===== src/wake_map.vh =====
/*
 Constants for the wake-up source enable and reason logging block:
 register offsets, field positions, masks and reset values.
 Assumes it is included by bare name from the design file.
*/
// Overview of operation
// - Balancing protection wakes the device only if high enable bit 8 is set.
// - Aux input A undervoltage wakes only if high enable bit 1 is set.
// - Aux input A overvoltage wakes only if high enable bit 0 is set.
// - All enable bits reset to zero and are host readable and writable.
// - High registers bits 15:9 and 7:2 read zero and ignore writes.
// - Low reason bit 15 latches a communication wake; clears on read.
// - Low reason bit 14 latches a system fault wake; clears on read.
// - Low reason bit 13 latches a balancing-done wake; clears on read.
// - Low reason bit 12 latches a wake pin wake; clears on read.
// - Low reason bit 11 latches an alarm pin wake; clears on read.
// - Low reason bits 10:3 latch analog input 3..0 limit wakes; clear on read.
// - Low reason bits 2:0 latch cell undervolt 1, undervolt 0, overvolt wakes.
// - High reason bit 8 latches a balancing protection wake; clears on read.
// - High reason bits 1:0 latch aux A undervolt and overvolt wakes.
// - Reason bits are read only to the host and reset to zero.
// - Low enable bits 14:0 gate each source at its matching reason bit position.
// - Chain enable bit 15 plus a non-communication wake sends chain wake frames.
// - Wake pin enable bit turns on the wake input 0 receiver.
`ifndef WAKE_MAP_VH
`define WAKE_MAP_VH

`define WK_ADDR_W        12
`define WK_ADDR_EN_LO    12'h408
`define WK_ADDR_EN_HI    12'h409
`define WK_ADDR_RSN_LO   12'h40A
`define WK_ADDR_RSN_HI   12'h40B

`define WK_EN_HI_MASK    16'h0103
`define WK_RESET_VALUE   16'h0000

`define WK_BIT_CHAIN     15
`define WK_BIT_LINK      15
`define WK_BIT_WAKE_PIN  12
`define WK_BIT_BAL_PROT  8
`define WK_BIT_AUX_UV    1
`define WK_BIT_AUX_OV    0

`define WK_NUM_SRC       19

`endif


===== src/wake_source_ctrl.v =====
/*
 Wake-up source gating and reason logging. Four 16-bit registers sit
 on a simple strobe port at their fixed offsets. Assumes event inputs
 are synchronous one-cycle or level indications from the detectors,
 and that i_asleep is high while the device sleeps.
*/
`timescale 1ns/1ns
`default_nettype none
`include "wake_map.vh"

module wake_source_ctrl (
   // Clock and reset
   input  wire                    i_clock,
   input  wire                    i_reset,
   // Register port
   input  wire [`WK_ADDR_W-1:0]   i_reg_addr,
   input  wire                    i_reg_write,
   input  wire                    i_reg_read,
   input  wire [15:0]             i_reg_wdata,
   output reg  [15:0]             o_reg_rdata,
   output reg                     o_reg_rvalid,
   // Power state
   input  wire                    i_asleep,
   // Wake events from the detectors
   input  wire                    i_link_activity_wake,
   input  wire                    i_system_fault_wake,
   input  wire                    i_balance_done_wake,
   input  wire                    i_wake_pin_wake,
   input  wire                    i_alarm_pin_wake,
   input  wire [7:0]              i_analog_limit_wake,
   input  wire [2:0]              i_cell_limit_wake,
   input  wire                    i_balance_protect_wake,
   input  wire                    i_aux_a_undervolt_wake,
   input  wire                    i_aux_a_overvolt_wake,
   // Wake outputs
   output reg                     o_wake_request,
   output reg                     o_chain_wake_frame_send,
   output wire                    o_wake_pin_rx_enable,
   output wire                    o_wake_reason_any
);

   localparam NS = `WK_NUM_SRC;

   reg  [15:0]   en_lo_ff;
   reg  [15:0]   en_hi_ff;
   reg  [NS-1:0] reason_ff;

   wire          wr_en_lo  = i_reg_write & (i_reg_addr == `WK_ADDR_EN_LO);
   wire          wr_en_hi  = i_reg_write & (i_reg_addr == `WK_ADDR_EN_HI);
   wire          rd_rsn_lo = i_reg_read & (i_reg_addr == `WK_ADDR_RSN_LO);
   wire          rd_rsn_hi = i_reg_read & (i_reg_addr == `WK_ADDR_RSN_HI);

   // Source order: low reason bits 15:0, then aux OV, aux UV, balance protect
   wire [NS-1:0] src_all = {i_balance_protect_wake,
                            i_aux_a_undervolt_wake,
                            i_aux_a_overvolt_wake,
                            i_link_activity_wake,
                            i_system_fault_wake,
                            i_balance_done_wake,
                            i_wake_pin_wake,
                            i_alarm_pin_wake,
                            i_analog_limit_wake,
                            i_cell_limit_wake};

   // Communication always wakes; bit 15 of the low enable is the chain enable
   wire [NS-1:0] en_all = {en_hi_ff[`WK_BIT_BAL_PROT],
                           en_hi_ff[`WK_BIT_AUX_UV],
                           en_hi_ff[`WK_BIT_AUX_OV],
                           1'b1,
                           en_lo_ff[14:0]};

   wire [NS-1:0] trig = src_all & en_all & {NS{i_asleep}};

   wire [NS-1:0] clr_all = {{3{rd_rsn_hi}}, {16{rd_rsn_lo}}};

   wire          trig_other = |trig[NS-1:16] | (|trig[14:0]);

   // Enable registers
   always @(posedge i_clock or posedge i_reset) begin
      if (i_reset) begin
         en_lo_ff <= `WK_RESET_VALUE;
         en_hi_ff <= `WK_RESET_VALUE;
      end else begin
         if (wr_en_lo) begin
            en_lo_ff <= i_reg_wdata;
         end
         if (wr_en_hi) begin
            // Reserved bits never store, so they read back zero
            en_hi_ff <= i_reg_wdata & `WK_EN_HI_MASK;
         end
      end
   end

   // One sticky reason bit per source; a new wake beats a same-cycle read clear
   genvar g;
   generate
      for (g = 0; g < NS; g = g + 1) begin : g_reason
         always @(posedge i_clock or posedge i_reset) begin
            if (i_reset) begin
               reason_ff[g] <= 1'b0;
            end else if (trig[g]) begin
               reason_ff[g] <= 1'b1;
            end else if (clr_all[g]) begin
               reason_ff[g] <= 1'b0;
            end
         end
      end
   endgenerate

   // Register read data, valid one cycle after the read strobe
   reg [15:0] nxt_rdata;
   always @* begin
      nxt_rdata = 16'h0000;
      case (i_reg_addr)
         `WK_ADDR_EN_LO:  nxt_rdata = en_lo_ff;
         `WK_ADDR_EN_HI:  nxt_rdata = en_hi_ff;
         `WK_ADDR_RSN_LO: nxt_rdata = reason_ff[15:0];
         `WK_ADDR_RSN_HI: nxt_rdata = {7'h00, reason_ff[18],
                                       6'h00, reason_ff[17:16]};
         default:         nxt_rdata = 16'h0000;
      endcase
   end

   always @(posedge i_clock or posedge i_reset) begin
      if (i_reset) begin
         o_reg_rdata  <= 16'h0000;
         o_reg_rvalid <= 1'b0;
      end else begin
         o_reg_rvalid <= i_reg_read;
         if (i_reg_read) begin
            o_reg_rdata <= nxt_rdata;
         end
      end
   end

   // Wake pulses; chain frames only when some non-link source woke us
   always @(posedge i_clock or posedge i_reset) begin
      if (i_reset) begin
         o_wake_request          <= 1'b0;
         o_chain_wake_frame_send <= 1'b0;
      end else begin
         o_wake_request          <= |trig;
         o_chain_wake_frame_send <= en_lo_ff[`WK_BIT_CHAIN] & trig_other;
      end
   end

   assign o_wake_pin_rx_enable = en_lo_ff[`WK_BIT_WAKE_PIN];
   assign o_wake_reason_any    = |reason_ff;

endmodule
`default_nettype wire


===== config.mk =====
export PLATFORM = sky130hd
export DESIGN_NAME = wake_source_ctrl
export DESIGN_NICKNAME = d
export VERILOG_FILES = /design/src/wake_source_ctrl.v
export VERILOG_INCLUDE_DIRS = /design/src
export SDC_FILE = /design/constraint.sdc
export NUM_CORES = 1
export LEC_CHECK = 0
export BUFFER_PORTS_ARGS = -buffer_cell sky130_fd_sc_hd__buf_4
export CORE_MARGIN = 2
export CORE_UTILIZATION = 56
export DETAILED_ROUTE_END_ITERATION = 16
export PLACE_DENSITY = 0.95
export SYNTH_ARGS = -nofsm -noshare
export SYNTH_HDL_FRONTEND = slang
export SYNTH_SLANG_ARGS = --single-unit

===== constraint.sdc =====
create_clock -name i_clock -period 3.3 [get_ports i_clock]
set_input_delay 0.33 -clock i_clock [delete_from_list [all_inputs] [get_ports i_clock]]
set_output_delay 0.33 -clock i_clock [all_outputs]
set_load 0.1 [all_outputs]

# Word level (Yosys, flattened, before mapping)

Cells that the tools add are included.

Multiplexer cells: 22
Reduce and logical (&&, ||, !) cells: 23
Equality and inequality tests: 4
Bitwise logic cells: 8

Operators by type and width:

| cell                                                                     | number |
|---|---|
| 16-bit one-hot mux with 4 select lines                                   | 1 |
| 12-bit by 11-bit equality test with 1-bit output (second input constant) | 4 |
| 19-bit AND                                                               | 2 |
| 2-bit nonzero test                                                       | 19 |
| 19-bit OR reduction                                                      | 2 |
| 1-bit two-way mux                                                        | 21 |
| 15-bit OR reduction                                                      | 1 |
| 1-bit AND                                                                | 5 |
| 3-bit OR reduction                                                       | 1 |
| 1-bit bitwise OR                                                         | 1 |

Word-level logic and storage cells: 82
Bits of input ports: 52
Register bits after elaboration: 57
Output and inout port bits: 21

# Longest topological paths before layout

Gate-level depths: netlist (run 1).

Word-level depth: 5
Gate-level depth with buffers: 5
Gate-level depth less buffers: 3

# Worst setup path after synthesis (run 1)

OpenSTA, ideal clock, no wires.

Kind: reg-to-output
Start point: reg reason_ff[4]
End point: out o_wake_reason_any
Path buffers: 0
Path slack: 1.396 ns
Arrival: 1.574 ns
Stages on the path, launching flop included: 4
Data required time: 2.970 ns
Cells stage by stage: dfrtp_1 > nor4_1 > nand4_1 > or4_1

Longest elaborated chain between the ends: 1

RTL lines:

| element                         | RTL line               | source |
|---|---|---|
| start, declared                 | wake_source_ctrl.v:46  | `reg [NS-1:0] reason_ff;` |
| start signal, assigned by index | wake_source_ctrl.v:100 | `reason_ff[g] <= 1'b0;` |
| start signal, assigned by index | wake_source_ctrl.v:102 | `reason_ff[g] <= 1'b1;` |
| start signal, assigned by index | wake_source_ctrl.v:104 | `reason_ff[g] <= 1'b0;` |
| 19-bit OR reduction             | wake_source_ctrl.v:148 | `assign o_wake_reason_any = \|reason_ff;` |
| end, declared                   | wake_source_ctrl.v:39  | `output wire o_wake_reason_any` |

No other way between the ends.

# Worst setup path in the final report (run 1)

Start point: reg reason_ff[15]
End point: out o_wake_reason_any

Same word-level chain as after synthesis.

==> results of run 1 <==
registers in the layout, summed over array words and instances, names as in the netlist:
| register | count |
|---|---|
| o_reg_rvalid | 1 |
| en_hi_ff | 3 |
| o_wake_request | 1 |
| o_chain_wake_frame_send | 1 |
| o_reg_rdata | 16 |
| en_lo_ff | 16 |
| reason_ff | 19 |
cells in the final DEF, fill, tap and decap left out:
| master | Yosys | final |
|---|---|---|
| or4_1 | 1 | 1 |
| a32o_1 | 18 | 18 |
| a31oi_1 | 1 | 1 |
| nor4bb_1 | 1 | 1 |
| buf_4 | 1 | 72 |
| nor2b_1 | 1 | 1 |
| mux2i_1 | 13 | 13 |
| and4b_1 | 1 | 1 |
| nor3b_1 | 1 | 1 |
| nor4b_1 | 1 | 1 |
| nand4_2 | 1 | 1 |
| nand4_1 | 5 | 5 |
| and4bb_1 | 1 | 1 |
| nor4_1 | 4 | 4 |
| a22o_1 | 2 | 2 |
| mux2_2 | 9 | 9 |
| dfrtp_1 | 57 | 57 |
| nand2_1 | 1 | 1 |
| a22oi_1 | 7 | 7 |
| clkinv_2 | 0 | 2 |
| clkbuf_1 | 4 | 1 |
| and3_1 | 1 | 1 |
| inv_2 | 0 | 1 |
| clkbuf_8 | 0 | 13 |
| mux4_1 | 3 | 3 |
| o22ai_1 | 16 | 16 |
| and4bb_2 | 1 | 1 |
| a41oi_1 | 1 | 1 |
| a221oi_1 | 1 | 1 |
| and4_1 | 2 | 2 |
| nor3_2 | 1 | 1 |
| nor2_1 | 1 | 1 |
| mux2_4 | 10 | 10 |
| inv_1 | 22 | 21 |
worst max-delay path: stages, from the launching register on:
cell and delay (ns):
dfrtp_1 0.39, nor4_1 0.36, nand4_1 0.14, or4_1 0.47, buf_4 0.26
final cells by class:
class / instances / area share (%)
Clock buffer: 14 / 5.49
Clock inverter: 2 / 0.301
Inverter: 22 / 2.48
Multi-Input combinational cell: 105 / 30.7
Sequential cell: 57 / 42.9
Tap cell: 52 / 1.96
Timing Repair Buffer: 72 / 16.2
logic make-up after synthesis:
kind of cell / count (synthesis)
buffers and inverters: 32
AND/OR/NAND/NOR: 24
flip-flops: 57
AO/OA/AOI/OAI: 46
multiplexers: 35
worst paths after layout:
path / endpoint / from / cells past startpoint / slack [ns]
max in group asynchronous: en_lo_ff[8] / i_reset / 2 / 2.30
min reg2reg: reason_ff[17] / reason_ff[17] / 1 / 0.52
min in group asynchronous: o_wake_request / i_reset / 2 / 0.30
max: o_wake_reason_any / reason_ff[15] / 4 / 1.00
min: en_lo_ff[9] / i_reg_wdata[9] / 2 / 0.22
max reg2reg: o_wake_request / en_lo_ff[7] / 3 / 1.87
routing by layer:
metal  up-vias  track usage, %  wire (µm)
met5         -               0          0
met4         0            14.9        279
met3        27            6.81        535
met2       126            44.3       3310
met1      1030            35.7       2540
li1        907               -          -
power by group through the flow:
| stage | Combinational [mW] | Sequential, mW | Clock, mW |
|---|---|---|---|
| 6_report | 0.122 | 0.716 | 0.616 |
| 5_1_grt | 0.132 | 0.716 | 0.659 |
| 4_1_cts | 0.123 | 0.715 | 0.619 |
| 3_5_place_dp | 0.122 | 0.728 | 0 |
| 3_3_place_gp | 0.119 | 0.727 | 0 |
| 2_1_floorplan | 0.0460 | 0.735 | 0 |
per-stage QoR:
| stage | hold slack (ns) | cells |
|---|---|---|
| global route | 0.214 | 324 |
| finish | 0.217 | 324 |
| detailed placement | 0.507 | 308 |
| global placement | 0.497 | 308 |
| CTS | 0.215 | 324 |
| floorplan | 0.361 | 194 |
==> impl_metrics.py, run 1 <==
metrics = {
    "logic_synthesis": {
        "synthSimpleGateAreaFrac_pct": 7.13,
        "synth_edf_count": 0,
        "syn-num-nets": 246,
        "synth_compound_area_share_pct": 14.4,
        "synthAdderAreaFrac_pct": 0,
        "avgSynthCellArea_um2": 13.4,
        "synth_top_area_share_pct": 54.9,
        "synthMuxAreaShare_pct": 17.7,
        "synth_ff_type": "dfrtp_1",
        "synth_top_cell_by_area": "dfrtp_1",
        "ys_top_cells_by_area": "dfrtp_1 (55%), a32o_1 (6.9%), mux2_4 (5.8%)",
        "ys_types": 34,
        "yosys_warnings": 0,
        "synthesis.area_um2": 2600,
        "synthCells": 194,
        "synthTopCellsByCount": "dfrtp_1 (57), inv_1 (22), a32o_1 (18), o22ai_1 (16), mux2i_1 (13)",
        "postSynth.asyncResetShare_pct": 100,
        "synth-seq-cells": 57,
        "yosys.cell_count.top_type": "dfrtp_1",
        "synth_top_family_by_area": "multiplexers",
        "yosysSeqAreaShare_pct": 54.9,
        "synth_xor_area_share_pct": 0,
    },
    "layout": {
        "antenna_cells": 0,
        "drive_gt1_share_pct": 40.4,
        "regArea_um2": 1430,
        "nNetsFinal": 319,
        "stdcell_area_um2": 3330,
        "fill_cells": 289,
        "syn2layout_area_growth_pct": 28.1,
        "multiInputGateArea_um2": 1020,
        "utilization_pct": 75.4,
    },
    "power_and_ir_drop": {
        "power_mw": 1.45,
        "p_leak_nw": 1.61,
        "internal_power_mw": 1.12,
        "swShare_pct": 23.1,
        "comb_power_share_pct": 8.4,
        "pwr-share-seq_pct": 49.2,
        "vdd_drop_max_mv": 0.333,
        "p_per_area_nw_per_um2": 437,
        "clockPowerShare_pct": 42.4,
        "switchingPower_mw": 0.335,
    },
    "worst_setup_path": {
        "arrival_ns": 1.97,
        "path_max_fanout": 3,
        "critPathKind": "register to output pin",
        "cp-end-kind": "output pin",
        "required_ns": 2.97,
        "start_kind": "register",
    },
    "outcome": {
        "status": "completed",
    },
    "timing": {
        "timing.final.ws_setup_ns": 1.00,
        "slew_viol_final": 0,
        "period_minus_slack_ns": 2.30,
        "hold_viol_final": 0,
        "clock.fmax_mhz": 436,
        "tns_ns": 0,
        "fin_skew_ns": 0.00672,
        "rsz0062_at_grt": "no",
        "setup_viol": 0,
        "tightest_slew_ns": 1.15,
        "relSlewSlack_pct": 23.3,
        "fin_crit_sh_pct": 69.6,
    },
    "clock_tree": {
        "post_cts_resized": 0,
        "cts_tree": "yes",
        "postCtsSetupRepairBufs": 0,
        "cts_max_level": 3,
        "path_clk_slew_ns": 0.06,
        "cts_hold_buf": 0,
        "cts_buffer_depth": 2,
        "clock-sinks": 57,
        "root_buffer": "clkbuf_8",
        "cts_made_buffers": 9,
        "clock_latency_ns": 0.34,
    },
    "floorplanning": {
        "fp.dieArea_um2": 5200,
        "die_w_um": 72.1,
        "fp.coreArea_um2": 4410,
        "top_level_ports": 73,
        "start_util_pct": 58.8,
        "die_h_um": 72.1,
        "rows": 24,
    },
    "routing": {
        "first_pass_iters": 5,
        "drt_iter0_markers": 238,
        "post_drt_wl_per_cell_um": 20.6,
        "post-route-drc-count": 0,
        "wirelength_mm": 6.67,
        "antenna_left": 0,
        "vias": 2090,
        "routed_via_density": 6.45,
    },
    "placement": {
        "gp_congestion": 0.808,
        "dpl_cell_area_um2": 3130,
        "post-place-ws_ns": 1.01,
        "hpwlAfterDp_mm": 4.68,
        "io_buffers": 72,
    },
    "hold_path": {
        "hold_path.class": "input port to register",
    },
    "global_route": {
        "grt_pass1_wl_mm": 10.8,
        "grt_max_degree": 58,
        "grt-ovfl-total": 0,
        "antenna_found_initial": 0,
        "grt_pass1_vias": 2165,
        "grt_util_all_layers_pct": 28.0,
    },
    "job": {
        "cap_violations": 0,
    },
}
Power figures use the tool's default switching activity.
==> inputs of run 2 (changes only) <==
- ABC_AREA: not set -> 1
- CORE_UTILIZATION: 56 -> 47
- PLACE_DENSITY: 0.95 -> 0.87
- clock period: 3.3 -> 2 ns (I/O delays scaled with it)
==> run 2 against run 1 <==
Non-clock buffer count up 7. Combinational power up 46%. Via count up 18%. Final area up 5.8%. Critical path type unchanged.
==> impl_metrics.py, run 2 <==
metrics = {
    "clock_tree": {
        "cts_buffer_depth": 2,
        "clock_latency_ns": 0.34,
        "clock-sinks": 57,
        "cts_tree": "yes",
        "path_clk_slew_ns": 0.06,
        "cts_made_buffers": 9,
        "root_buffer": "clkbuf_8",
        "postCtsSetupRepairBufs": 0,
        "cts_max_level": 3,
    },
    "worst_setup_path": {
        "critPathKind": "register to output pin",
        "path_max_fanout": 2,
        "start_kind": "register",
        "r2r_cells": 6,
        "rr_endpoint": "o_wake_request",
        "required_ns": 1.80,
        "critical_path.slowest_cell": "dfrtp_1",
        "r2r_slack_ns": 0.79,
        "arrival_ns": 1.52,
        "cpPeakStageDelay_ns": 0.38,
        "cp-end-kind": "output pin",
        "path_buf_inv": 1,
        "critical_path.cell_chain": "nor4_1 -> nand4_1 -> buf_4",
        "crit_family": "simple AND/OR/NAND/NOR gates",
        "crit_start": "reason_ff[15]",
        "crit-reg2reg-launch": "en_lo_ff[3]",
    },
    "power_and_ir_drop": {
        "vdd_drop_max_mv": 0.394,
        "p_leak_nw": 1.93,
        "p_per_area_nw_per_um2": 698,
        "pwr-share-seq_pct": 47.6,
        "power_mw": 2.46,
        "clockPowerShare_pct": 45.2,
        "swShare_pct": 21.8,
        "internal_power_mw": 1.92,
        "switchingPower_mw": 0.535,
        "comb_power_share_pct": 7.3,
    },
    "hold_path": {
        "hold_path.class": "input port to register",
        "min_to": "en_lo_ff[9]",
        "min_from": "i_reg_wdata[9]",
        "hold-path-cell-count": 3,
    },
    "timing": {
        "tns_ns": 0,
        "fin_crit_sh_pct": 85.9,
        "period_minus_slack_ns": 1.72,
        "hold_viol_final": 0,
        "rsz0062_at_grt": "no",
        "fin_skew_ns": 0.00631,
        "clock.fmax_mhz": 582,
        "setup_viol": 0,
        "relSlewSlack_pct": 72.9,
        "tightest_slew_ns": 0.403,
        "slew_viol_final": 0,
        "whs_ns": 0.0890,
    },
    "floorplanning": {
        "fp.coreArea_um2": 5540,
        "die_h_um": 80.1,
        "top_level_ports": 73,
        "rows": 27,
        "fp.dieArea_um2": 6420,
        "start_util_pct": 49.1,
        "die_w_um": 80.1,
    },
    "logic_synthesis": {
        "synthesis.area_um2": 2720,
        "synth_edf_count": 0,
        "ys_types": 26,
        "yosys.cell_count.top_type": "nand2_1",
        "synth_top_area_share_pct": 52.4,
        "synth_top_cell_by_area": "dfrtp_1",
        "synthTopCellsByCount": "nand2_1 (102), dfrtp_1 (57), nand3_1 (43), o21ai_0 (29), inv_1 (24)",
        "yosysSeqAreaShare_pct": 52.4,
        "syn-num-nets": 372,
        "ys_top_cells_by_area": "dfrtp_1 (52%), nand2_1 (14%), nand3_1 (7.9%)",
        "synth-seq-cells": 57,
        "avgSynthCellArea_um2": 8.51,
        "postSynth.asyncResetShare_pct": 100,
        "synthCells": 320,
        "synth_ff_type": "dfrtp_1",
        "yosys_warnings": 0,
    },
    "layout": {
        "antenna_cells": 0,
        "largest_reg_flops": 19,
        "fin_cells": 473,
        "syn2layout_area_growth_pct": 29.3,
        "nNetsFinal": 448,
        "mostFrequentLayoutCell": "nand2_1",
        "largest-register": "reason_ff",
        "largestRegisters": "reason_ff: 19 flops, en_lo_ff: 16 flops, o_reg_rdata: 16 flops",
        "fill_cells": 466,
        "mostFrequentLayoutCells": "nand2_1 (102), buf_4 (76), dfrtp_1 (57)",
        "drive_gt1_share_pct": 30.2,
    },
    "global_route": {
        "antenna_found_initial": 0,
        "grt_pass1_wl_mm": 11.0,
        "grt_max_degree": 41,
        "grt_pass1_vias": 2367,
        "grt_util_all_layers_pct": 22.5,
        "grt-ovfl-total": 0,
    },
    "routing": {
        "drt_iter0_markers": 232,
        "first_pass_iters": 5,
        "antenna_left": 0,
        "wirelength_mm": 6.48,
        "post-route-drc-count": 0,
        "routed_via_density": 5.21,
        "vias": 2464,
        "post_drt_wl_per_cell_um": 13.7,
    },
    "placement": {
        "place_inst": 455,
        "io_buffers": 72,
        "gp_congestion": 0.894,
        "hpwlAfterDp_mm": 4.73,
    },
    "outcome": {
        "status": "completed",
    },
    "job": {
        "cap_violations": 0,
    },
}
run 2: cell types whose count changed after synthesis, moves of 9 or more:
cell and change:
o21ai_2 +12, o21ai_0 +29, o22ai_1 -16, nand3_1 +43, mux2i_1 -13, nand2_2 +9
a32o_1 -18, mux2_2 -9, nor2_1 +10, mux2_4 -10, nand2_1 +101
run 2: cell families (layout without fill, tap and decap cells):
logic type,count (synthesis),in the layout,synth area share (%)
AO/OA/AOI/OAI,42,42,9.51
buffers and inverters,38,119,7.40
AND/OR/NAND/NOR,183,183,30.7
flip-flops,57,57,52.4
run 2: layout make-up:
cell class,count,area (µm²),area share (%)
clock buffer,14,173,4.91
clock inverter,2,35.0,0.995
inverter,24,90.1,2.56
multi-input combinational,225,1090,31.1
sequential,57,1430,40.5
tap,72,90.1,2.56
timing repair buffer,79,611,17.3
run 2: what timing repair did:
action	CTS	global route
gates resized for setup	0	0
hold endpoints to repair	18	0
hold buffers	2	0
run 2: worst max path at each step:
| stage | end | slack, ns | cells after the start |
|---|---|---|---|
| 2_1_floorplan | o_wake_reason_any | 0.25 | 2 |
| 3_3_place_gp | en_lo_ff[15] | 0.44 | 8 |
| 3_5_place_dp | en_lo_ff[8] | 0.36 | 8 |
| 4_1_cts | o_wake_reason_any | 0.30 | 3 |
| 5_1_grt | o_wake_reason_any | 0.24 | 3 |
| 6_report | o_wake_reason_any | 0.28 | 3 |
run 2: through the flow:
| stage | setup WS, ns | area [µm²] | util (%) |
|---|---|---|---|
| 2_1_floorplan | 0.248 | 2720 | - |
| 3_3_place_gp | 0.435 | 3290 | 59.4 |
| 3_5_place_dp | 0.357 | 3290 | 59.4 |
| 4_1_cts | 0.301 | 3520 | 63.5 |
| 5_1_grt | 0.238 | 3520 | 63.5 |
| 6_report | 0.282 | 3520 | 63.5 |
run 2: per-layer routing:
layer / part of all wire [%] / up-vias / track usage (%)
li1: - / 1199 / -
met3: 5.9 / 13 / 4.04
met4: 2.1 / 0 / 11.4
met1: 45 / 1159 / 29.8
met2: 47 / 93 / 35.5
met5: 0 / - / 0
run 2: power by group through the flow:
stage | Combinational, mW | Clock (mW) | Sequential [mW]
3_5_place_dp | 0.177 | 0 | 1.19
5_1_grt | 0.196 | 1.17 | 1.17
2_1_floorplan | 0.0530 | 0 | 1.21
4_1_cts | 0.180 | 1.12 | 1.17
6_report | 0.178 | 1.11 | 1.17
3_3_place_gp | 0.176 | 0 | 1.19
run 2: worst min-delay path, delay by kind of cell:
| family | cells | cell delay [ns] |
|---|---|---|
| AND/OR/NAND/NOR | 2 | 0.12 |
| buffers and inverters | 1 | 0.08 |
==> inputs of run 3 (changes only) <==
- CORE_UTILIZATION: 47 -> 52
- PLACE_DENSITY: 0.87 -> 0.91
- clock period: 2 -> 1.9 ns (I/O delays scaled with it)
==> run 3 against run 2 <==
Non-clock buffer count unchanged. Die area fell by 9.1%. Flip-flop and latch count stayed put. Combinational power is 6% higher. Sequential share of layout area down 0.21 points. Global-route usage grew 0.47 points. Largest cell class unchanged.
==> impl_metrics.py, run 3 (same netlist as run 2, synthesis figures left out) <==
metrics = {
    "worst_setup_path": {
        "arrival_ns": 1.56,
        "required_ns": 1.71,
        "r2r_cells": 5,
        "crit_start": "reason_ff[14]",
        "cp-end-kind": "output pin",
        "critPathKind": "register to output pin",
        "crit_path_end": "o_wake_reason_any",
        "crit-reg2reg-launch": "en_lo_ff[1]",
        "r2r_slack_ns": 0.69,
        "rr_endpoint": "o_wake_request",
        "path_max_fanout": 2,
        "start_kind": "register",
    },
    "power_and_ir_drop": {
        "clockPowerShare_pct": 47.8,
        "switchingPower_mw": 0.564,
        "swShare_pct": 20.8,
        "internal_power_mw": 2.15,
        "vdd_drop_max_mv": 0.519,
        "comb_power_share_pct": 7.0,
        "pwr-share-seq_pct": 45.3,
        "p_per_area_nw_per_um2": 767,
        "p_leak_nw": 1.94,
    },
    "layout": {
        "largest_reg_flops": 19,
        "mostFrequentLayoutCell": "nand2_1",
        "mostFrequentLayoutCells": "nand2_1 (102), buf_4 (76), dfrtp_1 (57)",
        "antenna_cells": 0,
        "syn2layout_area_growth_pct": 30.0,
        "largest-register": "reason_ff",
        "nNetsFinal": 448,
        "largestRegisters": "reason_ff: 19 flops, en_lo_ff: 16 flops, o_reg_rdata: 16 flops",
        "drive_gt1_share_pct": 30.3,
    },
    "floorplanning": {
        "top_level_ports": 73,
        "die_h_um": 76.4,
        "rows": 26,
        "start_util_pct": 53.6,
        "fp.dieArea_um2": 5830,
        "die_w_um": 76.4,
        "fp.coreArea_um2": 5070,
    },
    "routing": {
        "post-route-drc-count": 0,
        "drt_iter0_markers": 295,
        "post_drt_wl_per_cell_um": 13.5,
        "wirelength_mm": 6.34,
        "first_pass_iters": 6,
        "antenna_left": 0,
        "vias": 2450,
        "routed_via_density": 5.21,
    },
    "timing": {
        "fin_skew_ns": 0.0118,
        "tns_ns": 0,
        "hold_viol_final": 0,
        "period_minus_slack_ns": 1.75,
        "fin_crit_sh_pct": 92.4,
        "tightest_slew_ns": 0.601,
        "timing.final.ws_setup_ns": 0.145,
        "slew_viol_final": 0,
        "whs_ns": 0.0835,
        "rsz0062_at_grt": "no",
        "setup_viol": 0,
        "clock.fmax_mhz": 570,
        "relSlewSlack_pct": 59.9,
    },
    "clock_tree": {
        "cts_made_buffers": 9,
        "cts_hold_buf": 2,
        "cts_max_level": 3,
        "clock_latency_ns": 0.34,
        "post_cts_resized": 0,
        "root_buffer": "clkbuf_8",
        "cts_tree": "yes",
        "cts_buffer_depth": 2,
        "path_clk_slew_ns": 0.07,
        "clock-sinks": 57,
        "postCtsSetupRepairBufs": 0,
    },
    "global_route": {
        "antenna_found_initial": 0,
        "grt_pass1_wl_mm": 10.4,
        "grt_util_all_layers_pct": 23.0,
        "grt_pass1_vias": 2284,
        "grt-ovfl-total": 0,
        "grt_max_degree": 31,
    },
    "placement": {
        "post-place-ws_ns": 0.284,
        "gp_congestion": 0.893,
        "io_buffers": 72,
        "hpwlAfterDp_mm": 4.71,
    },
    "hold_path": {
        "hold_path.class": "input port to register",
    },
    "outcome": {
        "status": "completed",
    },
    "job": {
        "cap_violations": 0,
    },
}
-- run 3: changes by cell type in the layout (fill, tap and decap cells not counted) --
| cell | change |
|---|---|
| bufinv_16 | +1 |
| clkinv_2 | -1 |
| clkbuf_1 | -1 |
-- run 3: worst min-delay path by stage --
stage / start / to / slack (ns) / depth (start not counted)
floorplan: i_reg_read / o_reg_rvalid / 0.22 / 0
global placement: i_reset / o_reg_rdata[7] / 0.28 / 2
detailed placement: i_reset / o_reg_rdata[7] / 0.30 / 2
CTS: i_reg_wdata[7] / en_lo_ff[7] / 0.07 / 3
global route: i_reg_wdata[7] / en_lo_ff[7] / 0.08 / 3
finish: i_reg_wdata[5] / en_lo_ff[5] / 0.08 / 3
-- run 3: through the flow --
stage,area [µm²],utilization [%],total power [mW],std cells
2_1_floorplan,2720,-,1.33,320
3_3_place_gp,3290,64.8,1.43,453
6_report,3540,69.7,2.71,470
4_1_cts,3540,69.7,2.72,470
5_1_grt,3540,69.7,2.78,470
3_5_place_dp,3290,64.8,1.44,453
-- run 3: power by group through the flow --
stage                     combinational, mW  clock, mW  sequential, mW
after CTS                             0.191       1.30            1.23
after floorplan                      0.0558          0            1.27
after global routing                  0.206       1.35            1.23
after global placement                0.184          0            1.25
final                                 0.189       1.30            1.23
after detailed placement              0.187          0            1.25
-- run 3: worst max-delay path, stage by stage, from the launching register on --
cell	delay, ns
dfrtp_1	0.39
nor4_1	0.38
nand4_1	0.18
buf_4	0.28
-- run 3: final cells by class --
class | instances | area, µm²
repair buffers | 79 | 611
multi-input cells | 225 | 1090
clock buffers | 13 | 169
inverters | 24 | 90.1
clock inverters | 2 | 60.1
flip-flops and latches | 57 | 1430
well taps | 70 | 87.6
fillers | 408 | 1540
-- run 3: routing by layer --
layer | global-route usage [%] | part of all wire, %
met1 | 30.8 | 43
met2 | 36.6 | 49
met3 | 3.32 | 6.0
met4 | 11.6 | 1.7
met5 | 0 | 0
